==> src/verilog/pcd_defs.vh <==
// Constants for the port C and port D block: offsets, fields, resets.
`ifndef PCD_DEFS_VH
`define PCD_DEFS_VH

// Register offsets on the register port.
`define PCD_ADDR_W          8
`define PCD_OFF_PORT_C_DATA 8'h07
`define PCD_OFF_PORT_D_DATA 8'h08
`define PCD_OFF_PORT_C_DIR  8'h87
`define PCD_OFF_PORT_D_DIR  8'h88
`define PCD_OFF_PORT_E_CTL  8'h89

// Reset values of the direction, control and pin drive registers.
`define PCD_RST_PORT_C_DIR  8'hff
`define PCD_RST_PORT_D_DIR  8'hff
`define PCD_RST_PORT_E_DIR  3'h7
`define PCD_RST_MODE        1'h0
`define PCD_RST_PIN_OUT     8'h00

// Fields of the port E control and direction register.
`define PCD_E_STAT_HI       7
`define PCD_E_STAT_LO       5
`define PCD_E_MODE_BIT      4
`define PCD_E_UNUSED_BIT    3
`define PCD_E_DIR_HI        2
`define PCD_E_DIR_LO        0

// Bit positions of the synchronised slave port strobes.
`define PCD_STB_RD          0
`define PCD_STB_WR          1
`define PCD_STB_CS          2

// Answer on an unmapped read.
`define PCD_RD_NONE         8'h00

`endif

==> src/verilog/pcd_ports.v <==
// Port C and port D pin logic with the slave port mode select.
//
// Contract
// Port D pins each have own direction.
// Mode bit turns port D into slave port.
// Pin n is slave data bit n.
// Data latches keep value over all resets.
// Control bit 3 reads zero, ignores writes.
// Port C pin 0 timer oscillator out/clock.
// Port C pin 1 timer osc in, unit two.
// Port C pin 2 serves unit one.
// Port C pin 3 carries serial port clock.
// Port C pin 4 serial in or I2C data.
// Port C pin 5 carries serial data out.
// Port C pin 6 USART transmit or clock.
// Port C pin 7 USART receive or data.
// Peripheral select picks source; enable when selected.
// Software sets port E pins as inputs first.
// Host reads with select and read low.
// Host writes with select and write low.
// Write sets latch, read gives pins.
// Unclaimed output pin drives its latch.
//
// The strobed register port was chosen for this implementation.
`include "pcd_defs.vh"
`timescale 1ns/1ns
`default_nettype none

module pcd_ports (
  input  wire       clock_i,            // Core clock, 20 MHz.
  input  wire       rst_i,              // Power-on or brown-out reset.
  input  wire       other_rst_i,        // Any other reset source.
  // Register port.
  input  wire [7:0] addr_i,             // Register offset.
  input  wire [7:0] wdata_i,            // Write data.
  input  wire       wr_i,               // Write strobe.
  input  wire       rd_i,               // Read strobe.
  output reg  [7:0] rdata_o,            // Read data, cycle after rd_i.
  // Port C and port D pins.
  input  wire [7:0] port_c_pin_i,       // Port C pin levels.
  output reg  [7:0] port_c_pin_o,       // Port C drive values.
  output reg  [7:0] port_c_pin_oe_o,    // Port C drive enables.
  input  wire [7:0] port_d_pin_i,       // Port D pin levels.
  output reg  [7:0] port_d_pin_o,       // Port D drive values.
  output reg  [7:0] port_d_pin_oe_o,    // Port D drive enables.
  // Slave port strobes, active low, from port E pins.
  input  wire       slave_cs_n_i,       // Chip select.
  input  wire       slave_rd_n_i,       // Read strobe.
  input  wire       slave_wr_n_i,       // Write strobe.
  input  wire [2:0] slave_status_i,     // Buffer flags from slave logic.
  output reg        slave_port_mode_select_o, // Slave port mode bit.
  output reg  [2:0] port_e_direction_o, // Port E direction bits.
  output reg        slave_rd_done_o,    // Pulse: host read ended.
  output reg        slave_wr_done_o,    // Pulse: host write ended.
  output reg  [7:0] port_c_in_o,        // Synchronised port C levels.
  // Peripheral claims on port C.
  input  wire       tmr_osc_en_i,       // Timer oscillator enabled.
  input  wire       secondary_timer_osc_out_i, // Oscillator drive.
  input  wire       tmr_ext_clk_en_i,   // External timer clock used.
  input  wire       ccp_one_en_i,       // Unit one claims its pin.
  input  wire       ccp_one_out_i,      // Unit one output value.
  input  wire       ccp_one_oe_i,       // Unit one drives its pin.
  input  wire       ccp_two_en_i,       // Unit two claims its pin.
  input  wire       ccp_two_out_i,      // Unit two output value.
  input  wire       ccp_two_oe_i,       // Unit two drives its pin.
  input  wire       ssp_en_i,           // Serial port enabled.
  input  wire       ssp_i2c_i,          // Serial port in I2C mode.
  input  wire       ssp_clk_out_i,      // Serial clock value.
  input  wire       ssp_clk_oe_i,       // Serial clock drive.
  input  wire       ssp_sdo_i,          // SPI data out value.
  input  wire       ssp_sda_low_i,      // I2C data pulled low.
  input  wire       usart_en_i,         // USART enabled.
  input  wire       usart_sync_i,       // USART in synchronous mode.
  input  wire       usart_tx_i,         // Asynchronous transmit value.
  input  wire       usart_sync_clock_line_out_i, // Sync clock value.
  input  wire       usart_sync_clock_line_oe_i,  // Sync clock drive.
  input  wire       usart_sync_data_line_out_i,  // Sync data value.
  input  wire       usart_sync_data_line_oe_i    // Sync data drive.
);

  ////////////////////////////////////////////////////////////////////////
  // Storage.

  reg  [7:0] port_c_latch;     // Port C output latch, never reset.
  reg  [7:0] port_d_latch;     // Port D output latch, never reset.
  reg  [7:0] port_c_direction; // One makes a pin an input.
  reg  [7:0] port_d_direction; // One makes a pin an input.
  reg  [7:0] slave_in_byte;    // Byte written by the host.
  reg  [2:0] strobe_last;      // Strobes one cycle earlier.
  reg  [7:0] next_rdata;       // Read data to register.
  reg  [7:0] next_c_out;       // Port C drive values.
  reg  [7:0] next_c_oe;        // Port C drive enables.
  reg  [7:0] next_c_sel;       // Port C peripheral selects.
  reg  [7:0] next_c_po;        // Port C peripheral values.
  reg  [7:0] next_c_poe;       // Port C peripheral enables.
  wire [7:0] port_c_sync;      // Port C levels after two flops.
  wire [7:0] port_d_sync;      // Port D levels after two flops.
  wire [2:0] strobe_sync;      // Strobes after two flops.
  wire       any_rst;          // Either reset source.
  wire       host_rd;          // Host read in progress.
  wire       host_wr;          // Host write in progress.
  wire       was_rd;           // Host read one cycle earlier.
  wire       was_wr;           // Host write one cycle earlier.

  // True when a strobe and a chip select, both active low, are low.
  function strobe_on;
    input [2:0] stb;
    input       bit_sel;
    begin
      strobe_on = ~stb[`PCD_STB_CS] & ~bit_sel;
    end
  endfunction

  // True when the register port hits a given offset.
  function hit;
    input [7:0] addr;
    input [7:0] off;
    begin
      hit = (addr == off);
    end
  endfunction

  assign any_rst = rst_i | other_rst_i;

  ////////////////////////////////////////////////////////////////////////
  // Synchronisers for every level that comes from a pin.

  pcd_sync #(.WIDTH(8)) u_sync_c (
    .clock_i (clock_i),
    .async_i (port_c_pin_i),
    .sync_o  (port_c_sync)
  );

  pcd_sync #(.WIDTH(8)) u_sync_d (
    .clock_i (clock_i),
    .async_i (port_d_pin_i),
    .sync_o  (port_d_sync)
  );

  pcd_sync #(.WIDTH(3)) u_sync_stb (
    .clock_i (clock_i),
    .async_i ({slave_cs_n_i, slave_wr_n_i, slave_rd_n_i}),
    .sync_o  (strobe_sync)
  );

  // Host strobes only count in slave port mode.
  assign host_rd = slave_port_mode_select_o &
                   strobe_on(strobe_sync, strobe_sync[`PCD_STB_RD]);
  assign host_wr = slave_port_mode_select_o &
                   strobe_on(strobe_sync, strobe_sync[`PCD_STB_WR]);
  assign was_rd  = strobe_on(strobe_last, strobe_last[`PCD_STB_RD]);
  assign was_wr  = strobe_on(strobe_last, strobe_last[`PCD_STB_WR]);

  ////////////////////////////////////////////////////////////////////////
  // Output latches: written by software, untouched by any reset.

  always @(posedge clock_i) begin
    if (wr_i && hit(addr_i, `PCD_OFF_PORT_C_DATA)) begin
      port_c_latch <= wdata_i;
    end
    if (wr_i && hit(addr_i, `PCD_OFF_PORT_D_DATA)) begin
      port_d_latch <= wdata_i;
    end
  end

  ////////////////////////////////////////////////////////////////////////
  // Direction and control registers, set by every reset source.

  always @(posedge clock_i) begin
    if (any_rst) begin
      port_c_direction         <= `PCD_RST_PORT_C_DIR;
      port_d_direction         <= `PCD_RST_PORT_D_DIR;
      port_e_direction_o       <= `PCD_RST_PORT_E_DIR;
      slave_port_mode_select_o <= `PCD_RST_MODE;
    end else if (wr_i) begin
      if (hit(addr_i, `PCD_OFF_PORT_C_DIR)) begin
        port_c_direction <= wdata_i;
      end
      if (hit(addr_i, `PCD_OFF_PORT_D_DIR)) begin
        port_d_direction <= wdata_i;
      end
      // Status bits and bit 3 are not writable here.
      if (hit(addr_i, `PCD_OFF_PORT_E_CTL)) begin
        slave_port_mode_select_o <= wdata_i[`PCD_E_MODE_BIT];
        port_e_direction_o <=
          wdata_i[`PCD_E_DIR_HI:`PCD_E_DIR_LO];
      end
    end
  end

  ////////////////////////////////////////////////////////////////////////
  // Slave port: capture the host byte and flag strobe ends.

  always @(posedge clock_i) begin
    if (any_rst) begin
      strobe_last     <= 3'h7;
      slave_rd_done_o <= 1'b0;
      slave_wr_done_o <= 1'b0;
      slave_in_byte   <= 8'h00;
    end else begin
      strobe_last     <= strobe_sync;
      // A pulse marks the cycle after the synchronised strobe pair went inactive.
      slave_rd_done_o <= slave_port_mode_select_o & was_rd & ~host_rd;
      slave_wr_done_o <= slave_port_mode_select_o & was_wr & ~host_wr;
      // The byte follows the pins while the host write is held.
      if (host_wr) begin
        slave_in_byte <= port_d_sync;
      end
    end
  end

  ////////////////////////////////////////////////////////////////////////
  // Port C peripheral claims, one pin at a time.

  always @* begin
    next_c_sel = 8'h00;
    next_c_po  = 8'h00;
    next_c_poe = 8'h00;
    // Pin 0: oscillator drive or external timer clock input.
    if (tmr_osc_en_i) begin
      next_c_sel[0] = 1'b1;
      next_c_po[0]  = secondary_timer_osc_out_i;
      next_c_poe[0] = 1'b1;
    end else if (tmr_ext_clk_en_i) begin
      next_c_sel[0] = 1'b1;
    end
    // Pin 1: oscillator input, else unit two.
    if (tmr_osc_en_i) begin
      next_c_sel[1] = 1'b1;
    end else if (ccp_two_en_i) begin
      next_c_sel[1] = 1'b1;
      next_c_po[1]  = ccp_two_out_i;
      next_c_poe[1] = ccp_two_oe_i;
    end
    // Pin 2: unit one.
    if (ccp_one_en_i) begin
      next_c_sel[2] = 1'b1;
      next_c_po[2]  = ccp_one_out_i;
      next_c_poe[2] = ccp_one_oe_i;
    end
    // Pins 3 to 5: synchronous serial port.
    if (ssp_en_i) begin
      next_c_sel[3] = 1'b1;
      next_c_po[3]  = ssp_clk_out_i;
      next_c_poe[3] = ssp_clk_oe_i;
      next_c_sel[4] = 1'b1;
      if (ssp_i2c_i) begin
        // Open-drain data line: only ever pulled low.
        next_c_po[4]  = 1'b0;
        next_c_poe[4] = ssp_sda_low_i;
      end else begin
        next_c_sel[5] = 1'b1;
        next_c_po[5]  = ssp_sdo_i;
        next_c_poe[5] = 1'b1;
      end
    end
    // Pins 6 and 7: USART.
    if (usart_en_i) begin
      next_c_sel[6] = 1'b1;
      next_c_sel[7] = 1'b1;
      if (usart_sync_i) begin
        next_c_po[6]  = usart_sync_clock_line_out_i;
        next_c_poe[6] = usart_sync_clock_line_oe_i;
        next_c_po[7]  = usart_sync_data_line_out_i;
        next_c_poe[7] = usart_sync_data_line_oe_i;
      end else begin
        next_c_po[6]  = usart_tx_i;
        next_c_poe[6] = 1'b1;
      end
    end
  end

  // Select picks the source; peripheral enable counts only when selected.
  always @* begin
    next_c_out = (next_c_sel & next_c_po) |
                 (~next_c_sel & port_c_latch);
    next_c_oe  = (next_c_sel & next_c_poe) |
                 (~next_c_sel & ~port_c_direction);
  end

  ////////////////////////////////////////////////////////////////////////
  // Pin drivers, registered.

  always @(posedge clock_i) begin
    if (any_rst) begin
      port_c_pin_o    <= `PCD_RST_PIN_OUT;
      port_c_pin_oe_o <= 8'h00;
      port_d_pin_o    <= `PCD_RST_PIN_OUT;
      port_d_pin_oe_o <= 8'h00;
      port_c_in_o     <= 8'h00;
    end else begin
      port_c_pin_o    <= next_c_out;
      port_c_pin_oe_o <= next_c_oe;
      port_c_in_o     <= port_c_sync;
      port_d_pin_o    <= port_d_latch;
      if (slave_port_mode_select_o) begin
        // The host sees the latch only while it reads.
        port_d_pin_oe_o <= {8{host_rd}};
      end else begin
        port_d_pin_oe_o <= ~port_d_direction;
      end
    end
  end

  ////////////////////////////////////////////////////////////////////////
  // Register reads.

  always @* begin
    case (addr_i)
      `PCD_OFF_PORT_C_DATA: next_rdata = port_c_sync;
      `PCD_OFF_PORT_D_DATA: begin
        if (slave_port_mode_select_o) begin
          next_rdata = slave_in_byte;
        end else begin
          next_rdata = port_d_sync;
        end
      end
      `PCD_OFF_PORT_C_DIR: next_rdata = port_c_direction;
      `PCD_OFF_PORT_D_DIR: next_rdata = port_d_direction;
      `PCD_OFF_PORT_E_CTL: next_rdata = {slave_status_i,
                                         slave_port_mode_select_o,
                                         1'b0,
                                         port_e_direction_o};
      default: next_rdata = `PCD_RD_NONE;
    endcase
  end

  // Read data stand only in the cycle after the strobe.
  always @(posedge clock_i) begin
    if (any_rst) begin
      rdata_o <= `PCD_RD_NONE;
    end else if (rd_i) begin
      rdata_o <= next_rdata;
    end else begin
      rdata_o <= `PCD_RD_NONE;
    end
  end

endmodule // pcd_ports

`default_nettype wire

==> src/verilog/pcd_sync.v <==
// Two flip-flop synchroniser for pin levels entering the core clock.
`timescale 1ns/1ns
`default_nettype none

module pcd_sync #(
  parameter WIDTH = 8
) (
  input  wire             clock_i,  // Core clock.
  input  wire [WIDTH-1:0] async_i,  // Levels from outside the domain.
  output wire [WIDTH-1:0] sync_o    // Levels after two flip-flops.
);

  reg [WIDTH-1:0] stage_one;  // First stage, read only by the second.
  reg [WIDTH-1:0] stage_two;  // Second stage, safe for logic.

  // Both stages run free; no reset is needed for a pure delay line.
  always @(posedge clock_i) begin
    stage_one <= async_i;
    stage_two <= stage_one;
  end

  assign sync_o = stage_two;

endmodule // pcd_sync

`default_nettype wire
==> config.mk <==
export PLATFORM = sky130hd
export DESIGN_NAME = pcd_ports
export DESIGN_NICKNAME = d
export VERILOG_FILES = /design/src/verilog/pcd_ports.v /design/src/verilog/pcd_sync.v
export VERILOG_INCLUDE_DIRS = /design/src /design/src/verilog
export SDC_FILE = /design/constraint.sdc
export NUM_CORES = 1
export LEC_CHECK = 0
export BUFFER_PORTS_ARGS = -buffer_cell sky130_fd_sc_hd__buf_2
export CAP_MARGIN = 0
export CORE_UTILIZATION = 46
export CTS_CLUSTER_DIAMETER = 40
export DETAILED_ROUTE_END_ITERATION = 10
export GPL_ROUTABILITY_DRIVEN = 1
export HOLD_SLACK_MARGIN = 0.06
export PLACE_DENSITY_LB_ADDON = 0.08
export SLEW_MARGIN = 20
export SYNTH_ARGS = -nofsm -noshare
export SYNTH_HDL_FRONTEND = slang
export SYNTH_SLANG_ARGS = --single-unit
export TNS_END_PERCENT = 30
==> constraint.sdc <==
create_clock -name clock_i -period 1.8 [get_ports clock_i]
set_clock_uncertainty 0.2 [all_clocks]
set_input_delay 0.54 -clock clock_i [delete_from_list [all_inputs] [get_ports clock_i]]
set_output_delay 0.54 -clock clock_i [all_outputs]
set_load 0.01 [all_outputs]
==> run_results.csv <==
group,metric,value,unit
outcome,status,"finished, final reports clean",
die,start_util,47.4,%
die,num_rows,35,
global_routing,grt_pass1_vias,3143,
hold_path,hold_path_depth,3,
yosys,synth-edff-count,16,
pwr,intPower,5.03,mW
placed_design,dp_hpwl,6.58,mm
cts,ctsLongestPathBuffers,2,
placed_design,gp_congestion,0.909,
yosys,ys_types,39,
layout,drive_gt1_share,35.3,%
yosys,yosysWarnings,0,
pwr,p_per_area,1080,mW/mm²
routing,antenna_left,0,
routing,post_drt_wl_per_cell,14.2,µm
critical_path,end_kind,"output port",
critical_path,cp-start-kind,"flop",
yosys,synth_nets,448,
critical_path,required,1060,ps
global_routing,grt_max_degree,45,
layout,num-nets-final,616,
critical_path,rr_worst_depth,6,
yosys,synth_area,0.00436,mm²
critical_path,r2r_setup_slack,140,ps
layout,fill_cells,755,
sta,hold_viol,0,
yosys,yosys_register_bits,135,
die,die_w,99.4,µm
cts,clkTransAtPathRegs,60,ps
placed_design,place_ws,-193,ps
critical_path,crit_chain,"buf_6 > buf_6",
critical_path,path_max_fanout,2,
placed_design,port_buffers,118,
layout,n_antenna_cell,0,
global_routing,track_usage,20.6,%
yosys,syn_inst,383,
routing,drc,0,
critical_path,critical_path.most_common_cell,"buf_6",
sta,setup_violations,0,
critical_path,crit_buf_inv,2,
sta,slew_violations,0,
global_routing,grt_overflow,0,
sta,worst_slew_pin_slew,320,ps
sta,rsz0062_at_grt,"true",
global_routing,antenna_found_initial,0,
pwr,swShare,22.6,%
sta,relSlewSlack,78.3,%
routing,via_count,3276,
critical_path,worst_path_max_delay_cell,"dfxtp_2",
yosys,synth_area_per_cell,11.4,µm²
critical_path,slowest_delay,320,ps
critical_path,rr_endpoint,"rdata_o[6]$_SDFF_PP0_",
routing,first_iter_violations,156,
routing,drt_pass1_iterations,4,
pwr,p_leak,2.56,nW
hold_path,worstHoldEndpoint,"port_c_pin_oe_o[3]$_SDFF_PP0_",
sta,holdWs,77.4,ps
pwr,power_frac_clock,46.6,%
hold_path,min_from,"ssp_clk_oe_i",
yosys,seq_area_frac_synth,65.6,%
yosys,async_reset_ff_share,0,%
routing,viasPerCell,4.85,
critical_path,crit_family,"flip-flops",
yosys,post-synth-top-count-cell,"dfxtp_1",
yosys,synth_area_leader_cell,"dfxtp_1",
cts,clk-insertion-delay-late,500,ps
routing,finalWirelength,9.56,mm
critical_path,r2r_start,"slave_port_mode_select_o$_SDFFE_PP0P_",
cts,clkSinkCount,135,
sta,setup_ws,18.4,ps
die,dieArea,0.00988,mm²
pwr,switching_power,1.47,mW
layout,fin_util,65.7,%
die,num_io_pins,119,
pwr,combPwrFrac,5.2,%
global_routing,grt_pass1_wl,15.2,mm
cts,cts.root.buffer_cell,"clkbuf_8",
cts,cts_tree,"done",
yosys,netlist.area_leader.share,54.6,%
yosys,synthFlopType,"dfxtp_1",
sta,min_period,1780,ps
cts,htree_num_levels,4,
die,core_region_area,0.00920,mm²
critical_path,criticalPathCategory,"reg -> out",
hold_path,hp-class,"in -> reg",
layout,design_area,0.00604,mm²
sta,clock.fmax,561,MHz
critical_path,critPathArrivalTime,1040,ps
sta,period_share,99.0,%
pwr,seqPwrFrac,48.3,%
run,cap_violations,0,
die,die_y,99.4,µm
cts,cts_buffers,17,
placed_design,place_area,0.00518,mm²
layout,area_delta_synth_final,38.6,%
pwr,ir_drop,0.696,mV
pwr,finalPower,6.50,mW
yosys,synth_area_leaders,"dfxtp_1 (55%), edfxtp_1 (11%), nor2_1 (5.7%)",
yosys,ys_top_cells_by_count,"dfxtp_1 (119), nor2_1 (66), a21oi_1 (24)",
## area by class of cell
class / instances / area, µm² / area share (%)
clock inverter: 14 / 100 / 1.66
tap: 111 / 139 / 2.30
multi-input combinational: 227 / 1380 / 22.8
timing repair buffer: 170 / 1130 / 18.7
sequential: 135 / 2870 / 47.4
clock buffer: 18 / 428 / 7.08
## layout by cell type (no fill, tap or decap), drive strengths merged
master | Yosys | layout
or2b | 1 | 1
nand2 | 5 | 5
and3 | 2 | 2
a21oi | 26 | 26
dlygate4sd3 | 0 | 31
clkinvlp | 0 | 2
or2 | 1 | 1
buf | 10 | 139
mux2 | 14 | 14
nor3 | 25 | 25
and4b | 3 | 3
mux2i | 15 | 15
inv | 0 | 5
nor3b | 2 | 2
edfxtp | 16 | 16
nor4b | 2 | 2
o21ai | 3 | 3
nand3 | 4 | 4
and2 | 22 | 22
clkbuf | 11 | 18
nor2 | 67 | 67
nand2b | 5 | 5
a22oi | 14 | 14
clkinv | 0 | 7
o22ai | 6 | 6
a31oi | 2 | 2
dfxtp | 119 | 119
nand4 | 2 | 2
a311oi | 1 | 1
a211oi | 1 | 1
nand3b | 1 | 1
or3 | 3 | 3
## worst max path at each step
stage	startpoint	to	cells past startpoint
2_1_floorplan	addr_i[0]	port_d_latch[0]$_DFFE_PP_	3
3_3_place_gp	addr_i[0]	rdata_o[1]$_SDFF_PP0_	6
3_5_place_dp	addr_i[0]	rdata_o[7]$_SDFF_PP0_	6
4_1_cts	slave_port_mode_select_o$_SDFFE_PP0P_	slave_port_mode_select_o	2
5_1_grt	slave_port_mode_select_o$_SDFFE_PP0P_	slave_port_mode_select_o	2
6_report	slave_port_mode_select_o$_SDFFE_PP0P_	slave_port_mode_select_o	2
## sequential cells by signal, indices dropped and copies added (netlist names)
| name | flops |
|---|---|
| port_d_latch | 8 |
| strobe_last | 3 |
| rdata_o | 8 |
| slave_rd_done_o | 1 |
| slave_in_byte | 8 |
| port_c_pin_o | 8 |
| port_e_direction_o | 3 |
| port_d_pin_o | 8 |
| u_sync_stb.sync_o | 3 |
| port_c_latch | 8 |
| u_sync_d.stage_one | 8 |
| port_c_pin_oe_o | 8 |
| port_d_pin_oe_o | 8 |
| u_sync_c.stage_one | 8 |
| slave_port_mode_select_o | 1 |
| port_c_direction | 8 |
| u_sync_stb.stage_one | 3 |
| u_sync_c.sync_o | 8 |
| port_d_direction | 8 |
| slave_wr_done_o | 1 |
| u_sync_d.sync_o | 8 |
| port_c_in_o | 8 |
## power groups by stage
stage,clock (mW),combinational [mW],sequential [mW]
final,3.03,0.336,3.14
after global routing,3.25,0.367,3.15
after CTS,3.09,0.335,3.14
after detailed placement,0,0.284,3.21
after global placement,0,0.281,3.20
after floorplan,0,0.117,3.21
## tightest hold or removal path: cells and delay by family
kind | cells | cell delay (ps)
buffers and inverters | 1 | 80
and+or+nand+nor | 1 | 70
AOI/OAI and AO/OA | 1 | 50
## routing by layer
metal	track usage (%)	vias up	share of wire [%]	routed length, µm
met3	5.34	10	5.1	490
met4	9.39	0	1.3	121
met2	32.4	115	46	4420
met1	26.8	1482	47	4530
met5	0	-	0	0
li1	-	1669	-	-
## logic make-up after synthesis
logic type | after synthesis | share of synthesized area, %
buffers and inverters | 21 | 2.78
DFF | 135 | 65.6
muxes | 29 | 7.06
AOI/OAI and AO/OA | 53 | 7.43
and+or+nand+nor | 145 | 17.1
## stage by stage
| step | instances | setup TNS, ps |
|---|---|---|
| after floorplan | 383 | -2610 |
| after global placement | 611 | -4520 |
| after detailed placement | 611 | -6470 |
| after CTS | 674 | -8.64 |
| after global routing | 675 | -33.8 |
| final | 675 | 0 |
## timing repair
action	4_1_cts	5_1_grt
hold endpoints to repair	39	2
gates resized for setup	3	3
endpoints found under the setup margin	1	4
setup buffers	1	0
hold buffers	30	1
(Power assumes the default switching activity.)
